[config.mk]
export PLATFORM = sky130hd
export DESIGN_NAME = adcsr_top
export DESIGN_NICKNAME = d
export VERILOG_FILES = /design/src/adcsr_pkg.sv /design/src/adcsr_route.sv /design/src/adcsr_top.sv
export SDC_FILE = /design/constraint.sdc
export NUM_CORES = 1
export LEC_CHECK = 0
export ABC_AREA = 0
export ABC_CLOCK_PERIOD_IN_PS = 2000
export BUFFER_PORTS_ARGS = -buffer_cell sky130_fd_sc_hd__buf_2
export CAP_MARGIN = 10
export CORE_MARGIN = 4
export CORE_UTILIZATION = 45
export CTS_CLUSTER_DIAMETER = 120
export DETAILED_ROUTE_END_ITERATION = 8
export PLACE_DENSITY = 0.81
export SLEW_MARGIN = 20
export SYNTH_ARGS = -nofsm -noshare
export SYNTH_HDL_FRONTEND = slang
export SYNTH_SLANG_ARGS = --single-unit
[constraint.sdc]
create_clock -name aclk -period 2 [get_ports aclk]
set_clock_uncertainty 0.1 [all_clocks]
set_input_delay 0.2 -clock aclk [delete_from_list [all_inputs] [get_ports aclk]]
set_output_delay 0.2 -clock aclk [all_outputs]
set_load 0.1 [all_outputs]
[src/adcsr_pkg.sv]
// Package for the converter channel-select and result readout block.
// Assumes a single 200 MHz clock domain and an AXI4-Lite register bus.
package adcsr_pkg;

	// Register byte addresses: printed indices times four
	localparam logic [2:0]  IDX_RESULT      = 3'h3;
	localparam logic [2:0]  IDX_IDENT       = 3'h4;
	localparam logic [7:0]  ADDR_RESULT     = {3'h0, IDX_RESULT, 2'h0};
	localparam logic [7:0]  ADDR_IDENT      = {3'h0, IDX_IDENT, 2'h0};
	localparam logic [7:0]  ADDR_CONFIG     = 8'h20;
	localparam logic [7:0]  ADDR_STATUS     = 8'h24;
	localparam logic [7:0]  ADDR_IRQ_STAT   = 8'h28;
	localparam logic [7:0]  ADDR_IRQ_MASK   = 8'h2c;
	localparam logic [7:0]  ADDR_RESULT_ST  = 8'h30;

	// Config register fields
	localparam int          CFG_CHSEL_LSB   = 0;
	localparam int          CFG_COMMON_BIT  = 8;
	localparam int          CFG_APPEND_BIT  = 9;

	// Status register fields
	localparam int          STA_NOT_READY   = 7;

	// Interrupt bits
	localparam int          IRQ_RESULT_NEW  = 0;
	localparam int          IRQ_RESULT_READ = 1;
	localparam int          IRQ_WIDTH       = 2;

	// Reset values
	localparam logic [23:0] RESULT_RESET    = 24'h000000;
	localparam logic [7:0]  CHSEL_RESET     = 8'h00;
	localparam logic [3:0]  IDENT_LOW_NIB   = 4'h3;
	// Upper nibble of identification is arbitrary
	localparam logic [3:0]  IDENT_HIGH_DEF  = 4'h0;

	localparam logic [1:0]  RESP_OKAY       = 2'b00;
	localparam logic [1:0]  RESP_SLVERR     = 2'b10;

	// Decoded input routing
	typedef struct packed {
		logic [15:0] pos_sel;
		logic [15:0] neg_sel;
		logic        neg_common;
		logic [3:0]  channel;
	} adcsr_route_t;

	// One finished conversion from the modulator
	typedef struct packed {
		logic [23:0] data;
		logic [3:0]  channel;
	} adcsr_sample_t;

endpackage : adcsr_pkg

[src/adcsr_route.sv]
// Channel-select decoder: maps the channel-select field to input routing.
// Assumes the field and mode bit come from registers on the same clock.
`timescale 1ns/100ps
`default_nettype none
module adcsr_route
	import adcsr_pkg::*;
(
	// Selection
	input  wire logic [7:0] channel_select_field,
	input  wire logic       common_mode,
	// Routing
	output var adcsr_route_t route
);

	always_comb begin
		route = '0;
		route.pos_sel[channel_select_field[7:4]] = 1'b1;
		route.channel = channel_select_field[7:4];
		if (common_mode) begin
			route.neg_common = 1'b1;
		end else begin
			route.neg_sel[channel_select_field[3:0]] = 1'b1;
		end
	end

endmodule : adcsr_route
`default_nettype wire

[src/adcsr_top.sv]
// Channel selection, result register and identification of a converter.
// Assumes conversions arrive as one-cycle pulses on aclk from the modulator.
//
// The AXI4-Lite register port was decided locally.
`timescale 1ns/100ps
`default_nettype none
module adcsr_top
	import adcsr_pkg::*;
#(
	parameter logic [3:0] IDENT_HIGH = IDENT_HIGH_DEF
)(
	// Clock and reset
	input  wire logic        aclk,
	input  wire logic        aresetn,
	// AXI4-Lite write address
	input  wire logic [7:0]  s_axi_awaddr,
	input  wire logic        s_axi_awvalid,
	output logic             s_axi_awready,
	// AXI4-Lite write data
	input  wire logic [31:0] s_axi_wdata,
	input  wire logic [3:0]  s_axi_wstrb,
	input  wire logic        s_axi_wvalid,
	output logic             s_axi_wready,
	// AXI4-Lite write response
	output logic [1:0]       s_axi_bresp,
	output logic             s_axi_bvalid,
	input  wire logic        s_axi_bready,
	// AXI4-Lite read address
	input  wire logic [7:0]  s_axi_araddr,
	input  wire logic        s_axi_arvalid,
	output logic             s_axi_arready,
	// AXI4-Lite read data
	output logic [31:0]      s_axi_rdata,
	output logic [1:0]       s_axi_rresp,
	output logic             s_axi_rvalid,
	input  wire logic        s_axi_rready,
	// Modulator side
	input  wire logic        conv_done,
	input  wire logic [23:0] conv_data,
	// Analog routing and pins
	output var adcsr_route_t route,
	output logic             not_ready_n,
	output logic             irq
);

	// Registers
	logic [7:0]           chsel;
	logic                 common_mode;
	logic                 append_status;
	adcsr_sample_t        result;
	logic                 not_ready;
	logic [IRQ_WIDTH-1:0] irq_stat;
	logic [IRQ_WIDTH-1:0] irq_mask;
	logic [7:0]           next_chsel;
	logic                 next_common_mode;
	logic                 next_append_status;
	adcsr_sample_t        next_result;
	logic                 next_not_ready;
	logic [IRQ_WIDTH-1:0] next_irq_stat;
	logic [IRQ_WIDTH-1:0] next_irq_mask;

	// Bus state
	logic                 aw_held;
	logic                 w_held;
	logic [7:0]           aw_addr;
	logic [31:0]          w_data;
	logic [3:0]           w_strb;
	logic                 next_aw_held;
	logic                 next_w_held;
	logic [7:0]           next_aw_addr;
	logic [31:0]          next_w_data;
	logic [3:0]           next_w_strb;
	logic                 next_bvalid;
	logic [1:0]           next_bresp;
	logic                 next_rvalid;
	logic [31:0]          next_rdata;
	logic [1:0]           next_rresp;

	logic                 wr_fire;
	logic                 rd_fire;
	logic [7:0]           status_byte;
	logic [7:0]           ident_byte;
	logic [IRQ_WIDTH-1:0] irq_events;

	adcsr_route u_route (
		.channel_select_field (chsel),
		.common_mode          (common_mode),
		.route                (route)
	);

	assign status_byte = {not_ready, 3'h0, result.channel};
	assign ident_byte  = {IDENT_HIGH, IDENT_LOW_NIB};

	assign s_axi_awready = !aw_held && !s_axi_bvalid;
	assign s_axi_wready  = !w_held && !s_axi_bvalid;
	assign s_axi_arready = !s_axi_rvalid;
	assign rd_fire       = s_axi_arvalid && s_axi_arready;
	assign wr_fire       = (aw_held || s_axi_awvalid) && (w_held || s_axi_wvalid)
	                     && !s_axi_bvalid;

	// Write channel capture and response
	always_comb begin
		next_aw_held = aw_held;
		next_w_held  = w_held;
		next_aw_addr = aw_addr;
		next_w_data  = w_data;
		next_w_strb  = w_strb;
		next_bvalid  = s_axi_bvalid;
		next_bresp   = s_axi_bresp;
		if (s_axi_awvalid && s_axi_awready) begin
			next_aw_held = 1'b1;
			next_aw_addr = s_axi_awaddr;
		end
		if (s_axi_wvalid && s_axi_wready) begin
			next_w_held = 1'b1;
			next_w_data = s_axi_wdata;
			next_w_strb = s_axi_wstrb;
		end
		if (wr_fire) begin
			next_aw_held = 1'b0;
			next_w_held  = 1'b0;
			next_bvalid  = 1'b1;
			unique case (next_aw_addr)
				ADDR_RESULT, ADDR_IDENT, ADDR_CONFIG, ADDR_STATUS,
				ADDR_IRQ_STAT, ADDR_IRQ_MASK, ADDR_RESULT_ST: next_bresp = RESP_OKAY;
				default: next_bresp = RESP_SLVERR;
			endcase
		end else if (s_axi_bvalid && s_axi_bready) begin
			next_bvalid = 1'b0;
		end
	end

	// Register file and conversion capture
	always_comb begin
		next_chsel         = chsel;
		next_common_mode   = common_mode;
		next_append_status = append_status;
		next_result        = result;
		next_not_ready     = not_ready;
		next_irq_mask      = irq_mask;
		irq_events         = '0;
		next_irq_stat      = irq_stat;
		if (rd_fire && (s_axi_araddr == ADDR_RESULT || s_axi_araddr == ADDR_RESULT_ST)) begin
			next_not_ready                = 1'b1;
			irq_events[IRQ_RESULT_READ]   = 1'b1;
		end
		if (conv_done) begin
			next_result.data           = conv_data;
			next_result.channel        = route.channel;
			next_not_ready             = 1'b0;
			irq_events[IRQ_RESULT_NEW] = 1'b1;
		end
		if (wr_fire) begin
			unique case (next_aw_addr)
				ADDR_CONFIG: begin
					if (next_w_strb[0]) begin
						next_chsel = next_w_data[CFG_CHSEL_LSB +: 8];
					end
					if (next_w_strb[1]) begin
						next_common_mode   = next_w_data[CFG_COMMON_BIT];
						next_append_status = next_w_data[CFG_APPEND_BIT];
					end
				end
				ADDR_IRQ_STAT: begin
					if (next_w_strb[0]) begin
						next_irq_stat = irq_stat & ~next_w_data[IRQ_WIDTH-1:0];
					end
				end
				ADDR_IRQ_MASK: begin
					if (next_w_strb[0]) begin
						next_irq_mask = next_w_data[IRQ_WIDTH-1:0];
					end
				end
				default: begin
				end
			endcase
		end
		// Set wins over clear
		next_irq_stat = next_irq_stat | irq_events;
	end

	// Read data path
	always_comb begin
		next_rvalid = s_axi_rvalid;
		next_rdata  = s_axi_rdata;
		next_rresp  = s_axi_rresp;
		if (rd_fire) begin
			next_rvalid = 1'b1;
			next_rresp  = RESP_OKAY;
			unique case (s_axi_araddr)
				ADDR_RESULT: begin
					if (append_status) begin
						next_rdata = {result.data, status_byte};
					end else begin
						next_rdata = {8'h00, result.data};
					end
				end
				ADDR_RESULT_ST: next_rdata = {result.data, status_byte};
				ADDR_IDENT:     next_rdata = {24'h000000, ident_byte};
				ADDR_CONFIG:    next_rdata = {22'h0, append_status, common_mode, chsel};
				ADDR_STATUS:    next_rdata = {24'h000000, status_byte};
				ADDR_IRQ_STAT:  next_rdata = {30'h0, irq_stat};
				ADDR_IRQ_MASK:  next_rdata = {30'h0, irq_mask};
				default: begin
					next_rdata = 32'h00000000;
					next_rresp = RESP_SLVERR;
				end
			endcase
		end else if (s_axi_rvalid && s_axi_rready) begin
			next_rvalid = 1'b0;
		end
	end

	always_ff @(posedge aclk) begin
		if (!aresetn) begin
			aw_held       <= 1'b0;
			w_held        <= 1'b0;
			aw_addr       <= 8'h00;
			w_data        <= 32'h00000000;
			w_strb        <= 4'h0;
			s_axi_bvalid  <= 1'b0;
			s_axi_bresp   <= RESP_OKAY;
			s_axi_rvalid  <= 1'b0;
			s_axi_rdata   <= 32'h00000000;
			s_axi_rresp   <= RESP_OKAY;
			chsel         <= CHSEL_RESET;
			common_mode   <= 1'b0;
			append_status <= 1'b0;
			result        <= {RESULT_RESET, 4'h0};
			not_ready     <= 1'b1;
			irq_stat      <= '0;
			irq_mask      <= '0;
		end else begin
			aw_held       <= next_aw_held;
			w_held        <= next_w_held;
			aw_addr       <= next_aw_addr;
			w_data        <= next_w_data;
			w_strb        <= next_w_strb;
			s_axi_bvalid  <= next_bvalid;
			s_axi_bresp   <= next_bresp;
			s_axi_rvalid  <= next_rvalid;
			s_axi_rdata   <= next_rdata;
			s_axi_rresp   <= next_rresp;
			chsel         <= next_chsel;
			common_mode   <= next_common_mode;
			append_status <= next_append_status;
			result        <= next_result;
			not_ready     <= next_not_ready;
			irq_stat      <= next_irq_stat;
			irq_mask      <= next_irq_mask;
		end
	end

	assign not_ready_n = !not_ready;
	assign irq         = |(irq_stat & irq_mask);

endmodule : adcsr_top
`default_nettype wire

# Yosys cells after proc, flatten, opt, wreduce, memory -nomap -nowiden
# Cells that the tools add are included.
# word_totals
output_inout_bits	80
rom_bits	0
latch_bits	0
ramBits	0
mem_count	0
register_bits	103
# classes
mul	0
eq_ne	14
n_div	0
n_shift	0
n_reduce_logical	30
n_bitwise	5
addsub	0
muxes	24
magnitude_cmp	4
# ops
op	n
case mux 32 bit (7 select lines)	1
== test 8 x 6 -> 1 bit, second input constant	10
2-to-1 mux 32 bit	1
== test 8 x 4 -> 1 bit, second input constant	2
== test 8 x 5 -> 1 bit, second input constant	2
2-to-1 mux 16 bit	1
OR reduction 7 bit	2
logical AND 1 bit	12
2-to-1 mux 2 bit	6
2-to-1 mux 1 bit	11
< comparator 4 x 5 -> 1 bit, second input constant	2
2-to-1 mux 10 bit	1
AND reduction 3 bit	3
demux 1 bit (select 4 bit)	2
>= comparator 4 x 1 -> 1 bit, second input constant	2
2-to-1 mux 8 bit	1
nonzero test 2 bit	3
logical NOT 1 bit	5
AND 2 bit	2
OR reduction 2 bit	2
logical OR 1 bit	3
NOT 2 bit	1
OR 2 bit	1
NOT 1 bit	1

# Logic depth before layout (Yosys ltp)
# Gate-level depths: netlist of run 1.
# logic_depth
depth_word	10
mapped_depth	8
depth_no_buf	5

# Hierarchy
# From an unflattened synthesis of run 1, not the netlist that was laid out.
# unflattened
hier_cells	501
hier_area_um2	4723.3
# by_module_without_submodules
mod	cells_per_inst	area_per_inst_um2	n_inst	seq_area_each_um2
adcsr_top	445	4362.9	1	2021.9
adcsr_route	56	360.3	1	0.0

# Worst setup path after synthesis of run 1
# No wires, ideal clock.
# synth_path
path_kind	register -> output
startpoint	reg chsel[5]
endpoint	out route[21] (netlist bit)
path_slack_ps	-1698
arrival_time_ps	3398
path_buffers	1
stages_incl_launch_ff	3
cell_sequence	dfxtp_1 > clkbuf_1 > nor4_1
# synth_rtl
element	line_no	rtl
start: declaration	adcsr_top.sv:47	logic [7:0] chsel;
start signal: assignment	adcsr_top.sv:244	chsel <= next_chsel;
end: declaration	adcsr_top.sv:41	output var adcsr_route_t route,

# Worst setup path in the final report of run 1
# layout_path
startpoint	reg aw_addr[7]
endpoint	reg irq_mask[0]
# layout_between
elab_chain_cells	3
# layout_lines
element	line_no	rtl
start: declaration	adcsr_top.sv:65	logic [7:0] aw_addr;
start signal: assignment	adcsr_top.sv:236	aw_addr <= next_aw_addr;
2-to-1 mux 8 bit	adcsr_top.sv:110	if (s_axi_awvalid && s_axi_awready) begin
== test 8 x 6 -> 1 bit	adcsr_top.sv:154	unique case (next_aw_addr)
AND reduction 3 bit (no line)	--	
end signal: assignment	adcsr_top.sv:250	irq_mask <= next_irq_mask;
end: declaration	adcsr_top.sv:53	logic [IRQ_WIDTH-1:0] irq_mask;
# No other way between the ends.
# A chain may end at the register's enable or synchronous reset.

==> impl_metrics.yaml, run 1 <==
floorplanning:
  die_y_um: 109.4
  dieArea_um2: 11970
  io_pins: 164
  core_area_um2: 9910
  rows: 36
  start_util: 0.4670
  fp.dieW_um: 109.4
power:
  peakVddDrop_v: 0.0003830
  p_leak_nw: 2.699
  power_w: 0.004149
  p_per_area_nw_per_um2: 660.6
drt:
  antenna_left: 0
  dr.pass1.iters: 4
  drtIter0Drc: 252
  drc: 0
  viasPerCell: 5.217
  wl_per_cell_um: 15.56
  drt_wl_total_mm: 12.55
  num_vias: 4210
place:
  place_ws_ps: -117.6
  dp.cells: 771
  io_buffers: 137
  gp_congestion: 0.8484
  dp.final_hpwl_mm: 9.240
timing:
  slew_headroom: 0.5355
  final.min_clock_period_ps: 2077
  tns_ps: -598.8
  min_period_over_period: 1.039
  hold_viol_final: 0
  worst_slew_pin_slew_ps: 693.6
  layout_setup_ws_ps: -77.39
  finalSetupViolCount: 12
  fmaxAchievable_ghz: 0.4814
  drv_slew: 0
  rsz0062_at_grt: "true"
logic_synthesis:
  netlist_top_cells_area: "dfxtp_1 44%, mux2i_1 9.7%, nor2b_1 6.1%"
  synthArstFlopShare: 0
  ys_seq_area_frac: 0.4369
  synth-edff-count: 0
  synth.most_common_cell: "dfxtp_1"
  synthTopCellsByCount: "101 x dfxtp_1, 59 x nand2_1, 45 x mux2i_1, 45 x nor2b_1, 38 x nor2_1"
  avgSynthCellArea_um2: 8.952
  yosys.cell_types.count: 49
  syn-instance-count: 517
  yosys_warnings: 0
  synth_flop_cell: "dfxtp_1"
  synth_top_area_share: 0.4369
  netlist_area_um2: 4628
  ys_ff_latch: 101
  yosysTopAreaCell: "dfxtp_1"
outcome:
  violations: "negative setup slack"
  status: "finished with violations"
clocking:
  cts_sinks: 101
  cts_buffers: 9
  htreeDepth: 3
  clk_latency_ps: 360
  clk_pin_slew_ps: 110
  clockRootBuffer: "clkbuf_8"
  cts_tree: "yes"
  cts_buffer_depth: 2
worst_setup_path:
  start_kind: "flip-flop"
  critical_path_arrival_ps: 2230
  worstPathMaxFanout: 2
  worstSetupEndpointType: "flip-flop"
  critPathRequiredTime_ps: 2150
  crit_type: "reg2reg"
global_routing:
  grt_pass1_vias: 4108
  grt_pass1_wl_mm: 19.75
  grt_max_degree: 85
  gr-usage-all-layers: 0.2070
  gr-total-overflow: 0
  antenna_found_initial: 0
finish:
  layoutNonFillerInstCount: 807
  drive_gt1_frac: 0.3576
  layout.nets: 753
  insertedDiodeCount: 0
  syn2layout_area_growth_pct: 35.71
  fill_cells: 826
min_path:
  hold_class: "in2reg"
run:
  drv_cap: 0
==> critical path, stage by stage, from the launching register on <==
cell and delay [ps]:
dfxtp_2 330, or4_4 560, buf_6 140, nor3_4 120
nor2_2 70, or4_4 500, mux2i_1 130
==> metrics by stage <==
| step | utilization | instance area, um^2 | hold slack, ps |
|---|---|---|---|
| after global routing | 0.6338 | 6281 | 9.501 |
| after CTS | 0.6253 | 6196 | 0.9090 |
| after global placement | 0.5795 | 5743 | 335.1 |
| final | 0.6338 | 6281 | 20.20 |
| after floorplan | - | 4782 | 237.1 |
| after detailed placement | 0.5798 | 5746 | 340.4 |
==> layout make-up <==
class	count	area, um^2	area share
multi-input combinational	367	2591	0.4126
sequential	101	2034	0.3239
tap	133	166.4	0.02649
clock buffer	10	148.9	0.02371
timing repair buffer	182	1256	0.2000
clock inverter	6	50.05	0.007968
inverter	8	33.78	0.005378
==> report_power, final <==
part	total [W]	switching, W	internal, W
sequential	0.00215	0.0000566	0.00209
combinational	0.000718	0.000447	0.000271
clock	0.00129	0.000736	0.000549
total	0.00415	0.00124	0.00291
==> per-layer routing <==
layer	vias up	part of all wire	global-route usage
met5	-	0	0
met4	0	0.020	0.07569
met3	18	0.067	0.04698
met2	131	0.50	0.3439
met1	1973	0.41	0.2630
li1	2088	-	-
==> worst paths after layout <==
path / startpoint / slack [ps] / end / depth (start not counted)
max: aw_addr[7] / -80 / irq_mask[0] / 6
min: conv_data[13] / 20 / result[17] / 3
max reg2reg: aw_addr[7] / -80 / irq_mask[0] / 6
min reg2reg: s_axi_rdata[13] / 360 / s_axi_rdata[13] / 2
==> layout by cell type, fill, tap and decap left out, types with 5 or more instances in the layout <==
| cell | instances |
|---|---|
| a21boi_0 | 14 |
| a21oi_1 | 9 |
| a22oi_1 | 18 |
| a31oi_1 | 5 |
| and2_1 | 13 |
| buf_12 | 9 |
| buf_2 | 111 |
| buf_4 | 35 |
| clkbuf_4 | 6 |
| clkbuf_8 | 9 |
| dfxtp_1 | 95 |
| dlygate4sd3_1 | 19 |
| inv_1 | 7 |
| mux2_4 | 7 |
| mux2i_1 | 45 |
| nand2_1 | 57 |
| nand2b_1 | 9 |
| nand3_1 | 9 |
| nor2_1 | 30 |
| nor2_2 | 7 |
| nor2b_1 | 44 |
| nor3_2 | 8 |
| o21ai_0 | 29 |
==> registers in the layout, indices dropped and copies added (netlist names) <==
name,cells
chsel,8
s_axi_rresp,1
aw_addr,8
w_held,1
s_axi_rvalid,1
w_strb,2
s_axi_bvalid,1
result,28
not_ready,1
s_axi_rdata,32
aw_held,1
s_axi_bresp,1
irq_stat,2
w_data,10
irq_mask,2
common_mode,1
append_status,1
==> logic make-up (layout without fill, tap and decap cells) <==
| logic type | Yosys count | count (layout) | share of synthesized area |
|---|---|---|---|
| simple gates | 213 | 213 | 0.2436 |
| flops | 101 | 101 | 0.4369 |
| compound gates | 95 | 95 | 0.1384 |
| mux | 57 | 57 | 0.1319 |
| buf+inv | 50 | 206 | 0.04839 |
| other cells | 1 | 2 | 0.0008103 |
==> repair_timing <==
action,4_1_cts,5_1_grt
endpoints found under the setup margin,28,36
setup buffers,1,0
pin swaps,5,4
resized for setup,21,20
hold endpoints to repair,19,0
gates cloned,0,0
hold buffers,19,0
No activity file was read; power rests on OpenSTA's default activity.
==> run 2: changes to the inputs <==
--- a/config.mk
+++ b/config.mk
@@ -9,8 +9,10 @@
 export ABC_CLOCK_PERIOD_IN_PS = 2000
 export BUFFER_PORTS_ARGS = -buffer_cell sky130_fd_sc_hd__buf_2
 export CAP_MARGIN = 10
+export CELL_PAD_IN_SITES_DETAIL_PLACEMENT = 1
+export CELL_PAD_IN_SITES_GLOBAL_PLACEMENT = 2
 export CORE_MARGIN = 4
-export CORE_UTILIZATION = 45
+export CORE_UTILIZATION = 26
 export CTS_CLUSTER_DIAMETER = 120
 export DETAILED_ROUTE_END_ITERATION = 8
 export PLACE_DENSITY = 0.81
==> run 2 against run 1 <==
Against the previous run:
- the run still ends with negative setup slack left
- sequential cell count unchanged
- critical endpoint is now irq_mask[1]
- critical path type unchanged
- worst hold slack got worse by 5.6 ps
- largest power group unchanged
- register-to-register slack lost 30 ps
- clock power is 32% higher
==> impl_metrics.yaml, run 2 (synthesis gave the netlist of run 1 again) <==
power:
  p_leak_nw: 2.711
  p_per_area_nw_per_um2: 699.7
  peakVddDrop_v: 0.0005081
worst_setup_path:
  cpPeakStageDelay_ps: 570
  start_kind: "flip-flop"
  path_cells: "or4_4, buf_6, nor3_2, nor2_1, or4_4, mux2i_1"
  worstSetupEndpointType: "flip-flop"
  path_common_cell: "or4_4"
  crit_type: "reg2reg"
  crit_family: "simple AND/OR/NAND/NOR gates"
  critPathRequiredTime_ps: 2140
  path_buf_inv: 1
  slowest_stage: "or4_4"
  critical_path_arrival_ps: 2240
  worstPathMaxFanout: 2
outcome:
  status: "finished with violations"
  violations: "negative setup slack"
finish:
  fill_cells: 1978
  syn2layout_area_growth_pct: 41.47
  top_register: "s_axi_rdata"
  final_common_cell: "buf_2"
  insertedDiodeCount: 0
  layout.nets: 737
  drive_gt1_frac: 0.3668
  final_core_util: 0.3772
  largest_register_ffs: 32
  final_cell_mix: "107 x buf_2, 93 x dfxtp_1, 56 x nand2_1"
  final_area_um2: 6548
  top_regs: "s_axi_rdata x32, result x28, w_data x10"
global_routing:
  grt_pass1_wl_mm: 23.92
  gr-usage-all-layers: 0.1497
  grt_pass1_vias: 4460
  antenna_found_initial: 1
  gr-total-overflow: 0
  grt_max_degree: 85
floorplanning:
  io_pins: 164
  fp.dieW_um: 141.4
  start_util: 0.2667
  dieArea_um2: 20000
  core_area_um2: 17360
  die_y_um: 141.4
  rows: 48
drt:
  drt_wl_total_mm: 15.19
  num_vias: 4219
  antenna_left: 0
  drc: 0
  drtIter0Drc: 198
  wl_per_cell_um: 17.22
  viasPerCell: 4.783
  dr.pass1.iters: 4
timing:
  finalSetupViolCount: 12
  fmaxAchievable_ghz: 0.4745
  min_period_over_period: 1.054
  final.min_clock_period_ps: 2107
  worst_slew_pin_slew_ps: 612.0
  hold_ws_ps: 14.58
  hold_viol_final: 0
  rsz0062_at_grt: "true"
  drv_slew: 0
  slew_headroom: 0.5912
  layout_setup_ws_ps: -107.4
clocking:
  htreeDepth: 3
  cts_tree: "yes"
  clk_pin_slew_ps: 70
  cts_buffer_depth: 2
  clk_latency_ps: 350
  cts_buffers: 9
  cts_sinks: 101
  clockRootBuffer: "clkbuf_16"
run:
  drv_cap: 0
place:
  post_dp_cell_area_um2: 6101
  dp.final_hpwl_mm: 11.44
  gp_congestion: 0.8444
  io_buffers: 137
min_path:
  hold_class: "in2reg"
[run 2: changes by cell type in the layout (fill, tap and decap cells not counted), sizes merged]
cell	previous run	this run
buf	157	160
clkbuf	16	14
clkinv	1	0
clkinvlp	2	3
dlygate4sd3	19	3
inv	11	9
[run 2: final timing paths]
path	from	end	slack, ps	depth (start not counted)
hold / removal	conv_data[21]	result[25]	10	3
hold reg to reg	s_axi_rdata[3]	s_axi_rdata[3]	350	2
setup / recovery	aw_addr[0]	irq_mask[1]	-110	6
setup reg to reg	aw_addr[0]	irq_mask[1]	-110	6
[run 2: worst min-delay path, cell delays in order]
cell     delay (ps)
buf_2            70
mux2i_1          50
nor2b_1         100
[run 2: routing by layer]
layer	global-route usage	vias to the layer above	wire length, um
li1	-	2051	-
met1	0.1760	2046	6272
met2	0.2689	95	7860
met3	0.03168	25	757
met4	0.05253	2	291
met5	0	-	7
[run 2: repair_timing]
item / CTS / global route
endpoints found under the hold margin: 3 / 0
hold buffers: 3 / 0
pin swaps: 2 / 3
setup buffers: 1 / 1
gates resized for setup: 17 / 16
endpoints found under the setup margin: 33 / 41
[run 2: layout make-up]
cell class | instances | area, um^2 | area share
well taps | 225 | 281.5 | 0.04300
multi-input cells | 367 | 2596 | 0.3965
clock buffers | 11 | 254.0 | 0.03879
flip-flops and latches | 101 | 2037 | 0.3111
clock inverters | 4 | 30.03 | 0.004586
repair buffers | 166 | 1315 | 0.2008
inverters | 8 | 33.78 | 0.005160
[run 2: report_power, final]
group | internal, W | total, W | switching (W)
logic | 0.000266 | 0.000732 | 0.000466
clock network | 0.000919 | 0.00170 | 0.000781
registers | 0.00209 | 0.00215 | 0.0000598
total | 0.00327 | 0.00458 | 0.00131
[run 2: per-stage QoR]
stage	instances	total power (W)	setup slack, ps	TNS, ps
3_5_place_dp	862	0.002886	-176.6	-1801
3_3_place_gp	862	0.002863	-121.5	-1201
4_1_cts	881	0.004626	-74.87	-1097
6_report	882	0.004581	-107.4	-849.8
5_1_grt	882	0.004809	-169.5	-1665
2_1_floorplan	518	0.002665	-434.6	-14510
==> run 3: changes to the inputs <==
--- a/config.mk
+++ b/config.mk
@@ -15,8 +15,9 @@
 export CORE_UTILIZATION = 26
 export CTS_CLUSTER_DIAMETER = 120
 export DETAILED_ROUTE_END_ITERATION = 8
-export PLACE_DENSITY = 0.81
+export PLACE_DENSITY = 0.8
 export SLEW_MARGIN = 20
 export SYNTH_ARGS = -nofsm -noshare
 export SYNTH_HDL_FRONTEND = slang
+export SYNTH_HIERARCHICAL = 1
 export SYNTH_SLANG_ARGS = --single-unit
==> run 3 against run 2 <==
Against the previous run:
- the run now ends clean
- final cell count is 0.68% lower
- largest cell class unchanged
- worst setup slack better by 200 ps
- critical path type unchanged
- first-iteration DRC count grew 3.0%
- clock power is 2% higher
- register-to-register slack gained 200 ps
- sequential share of layout area decreased by 0.93 points
- highest routed layer unchanged
- combinational power is 10% lower
==> impl_metrics.yaml, run 3 <==
outcome:
  status: "completed"
finish:
  largest_register_ffs: 32
  top_regs: "s_axi_rdata x32, result x28, w_data x10"
  drive_gt1_frac: 0.3740
  insertedDiodeCount: 0
  syn2layout_area_growth_pct: 42.91
  final-seq-area_um2: 2037
  top_register: "s_axi_rdata"
  final_cell_mix: "108 x buf_2, 91 x dfxtp_1, 50 x mux2i_1"
  final_common_cell: "buf_2"
  fill_cells: 2045
  multi_input_area_um2: 2671
  final_area_um2: 6750
  layout.nets: 726
  layoutNonFillerInstCount: 876
power:
  p_leak_nw: 2.840
  p_per_area_nw_per_um2: 674.4
  peakVddDrop_v: 0.0004515
timing:
  hold_ws_ps: 6.039
  worst_slew_pin_slew_ps: 549.4
  finalSetupViolCount: 0
  fmaxAchievable_ghz: 0.5234
  hold_viol_final: 0
  final.min_clock_period_ps: 1911
  drv_slew: 0
  tns_ps: 0
  rsz0062_at_grt: "false"
  min_period_over_period: 0.9554
  slew_headroom: 0.6337
logic_synthesis:
  netlist_area_um2: 4723
  netlist_top_cells_area: "dfxtp_1 43%, mux2i_1 11%, nor2b_1 4.8%"
  synth_top_area_share: 0.4281
  synthTopCellsByCount: "101 x dfxtp_1, 50 x mux2i_1, 37 x nor2_1"
  ys_seq_area_frac: 0.4281
  avgSynthCellArea_um2: 9.428
  synth-edff-count: 0
  ys_ff_latch: 101
  yosysTopAreaCell: "dfxtp_1"
  syn-instance-count: 501
  synthArstFlopShare: 0
  synth_flop_cell: "dfxtp_1"
  yosys.cell_types.count: 59
  yosys_warnings: 6
  synth.most_common_cell: "dfxtp_1"
worst_setup_path:
  path_common_cell: "buf_4"
  crit_type: "reg2reg"
  timing.rr.start: "aw_addr[4]"
  cpPeakStageDelay_ps: 560
  critPathRequiredTime_ps: 2130
  worstSetupEndpointType: "flip-flop"
  cp-startpoint: "aw_addr[4]"
  worstPathMaxFanout: 16
  slowest_stage: "or4b_4"
  path_cells: "or4b_4, nor3_4, buf_4, o211ai_2, buf_4, nand3_1, o21ai_1"
  start_kind: "flip-flop"
  critical_path_arrival_ps: 2050
clocking:
  htreeDepth: 3
  cts_sinks: 101
  clockRootBuffer: "clkbuf_16"
  clk_pin_slew_ps: 70
  cts_buffers: 9
  cts_tree: "yes"
  cts_buffer_depth: 2
  clk_latency_ps: 350
min_path:
  hp-start: "conv_data[23]"
  hold_class: "in2reg"
drt:
  drtIter0Drc: 204
  dr.pass1.iters: 5
  viasPerCell: 4.840
  wl_per_cell_um: 17.42
  drc: 0
  num_vias: 4240
  antenna_left: 0
  drt_wl_total_mm: 15.26
global_routing:
  gr-usage-all-layers: 0.1502
  grt_pass1_vias: 4559
  grt_max_degree: 35
  gr-total-overflow: 0
  antenna_found_initial: 4
  grt_pass1_wl_mm: 24.26
place:
  dp.final_hpwl_mm: 11.63
  post_dp_cell_area_um2: 6360
  dp.cells: 854
  gp_congestion: 0.7837
  io_buffers: 137
floorplanning:
  io_pins: 164
  start_util: 0.2638
  core_area_um2: 17900
  rows: 49
  dieArea_um2: 20390
  fp.dieW_um: 142.8
  die_y_um: 142.8
run:
  drv_cap: 0
-- run 3: cell types whose count changed after synthesis, sizes merged, moves of 10 or more --
cell / change
and3: +14
a22o: +10
a221o: +15
nand2: -28
a22oi: -11
clkbuf: -10
-- run 3: per-stage QoR --
stage	power [W]	util	worst slack [ps]
detailed placement	0.002844	0.3553	14.53
finish	0.004552	0.3771	89.25
global route	0.004781	0.3771	9.378
global placement	0.002819	0.3553	59.02
CTS	0.004606	0.3742	14.69
floorplan	0.002648	-	-622.1
-- run 3: logic make-up (layout without fill, tap and decap cells) --
family,after synthesis,count (layout),synth area share
other,1,2,0.0007939
multiplexers,53,53,0.1131
XOR/XNOR,1,1,0.001855
buffers and inverters,53,198,0.05987
AO/OA/AOI/OAI,90,90,0.1388
flip-flops,101,101,0.4281
AND/OR/NAND/NOR,202,202,0.2575
-- run 3: critical path: cells and delay by family (launching register included) --
| kind | cells | cell delay [ps] |
|---|---|---|
| AND/OR/NAND/NOR | 3 | 850 |
| flip-flops | 1 | 350 |
| buffers and inverters | 2 | 340 |
| AO/OA/AOI/OAI | 2 | 160 |
-- run 3: area by class of cell --
cell class,count,share of cell area
Clock buffer,10,0.03392
Clock inverter,6,0.009268
Inverter,12,0.006673
Multi-Input combinational cell,348,0.3957
Sequential cell,101,0.3018
Tap cell,229,0.04245
Timing Repair Buffer,170,0.2102
-- run 3: timing repair --
action | CTS | global route
hold buffers | 4 | 1
setup endpoints to repair | 26 | 21
hold endpoints to repair | 3 | 1
gates resized for setup | 6 | 10
pin swaps | 0 | 4
setup buffers | 0 | 1
-- run 3: path summary, 6_finish.rpt --
kind           endpoint  slack (ps)  cells past startpoint
min          result[27]           6                      3
max reg2reg    chsel[7]          90                      7
min reg2reg  aw_addr[7]         360                      2
max            chsel[7]          90                      7
-- run 3: where the power goes --
part / internal [W] / switching, W
registers: 0.00209 / 0.0000684
clock network: 0.000969 / 0.000771
logic: 0.000237 / 0.000418
-- run 3: layer usage --
metal,GRT usage,up-vias,wire length (um)
li1,-,2059,-
met1,0.1778,2041,6489
met2,0.2510,109,7371
met3,0.06698,23,1166
met4,0.03452,8,193
met5,0,-,36
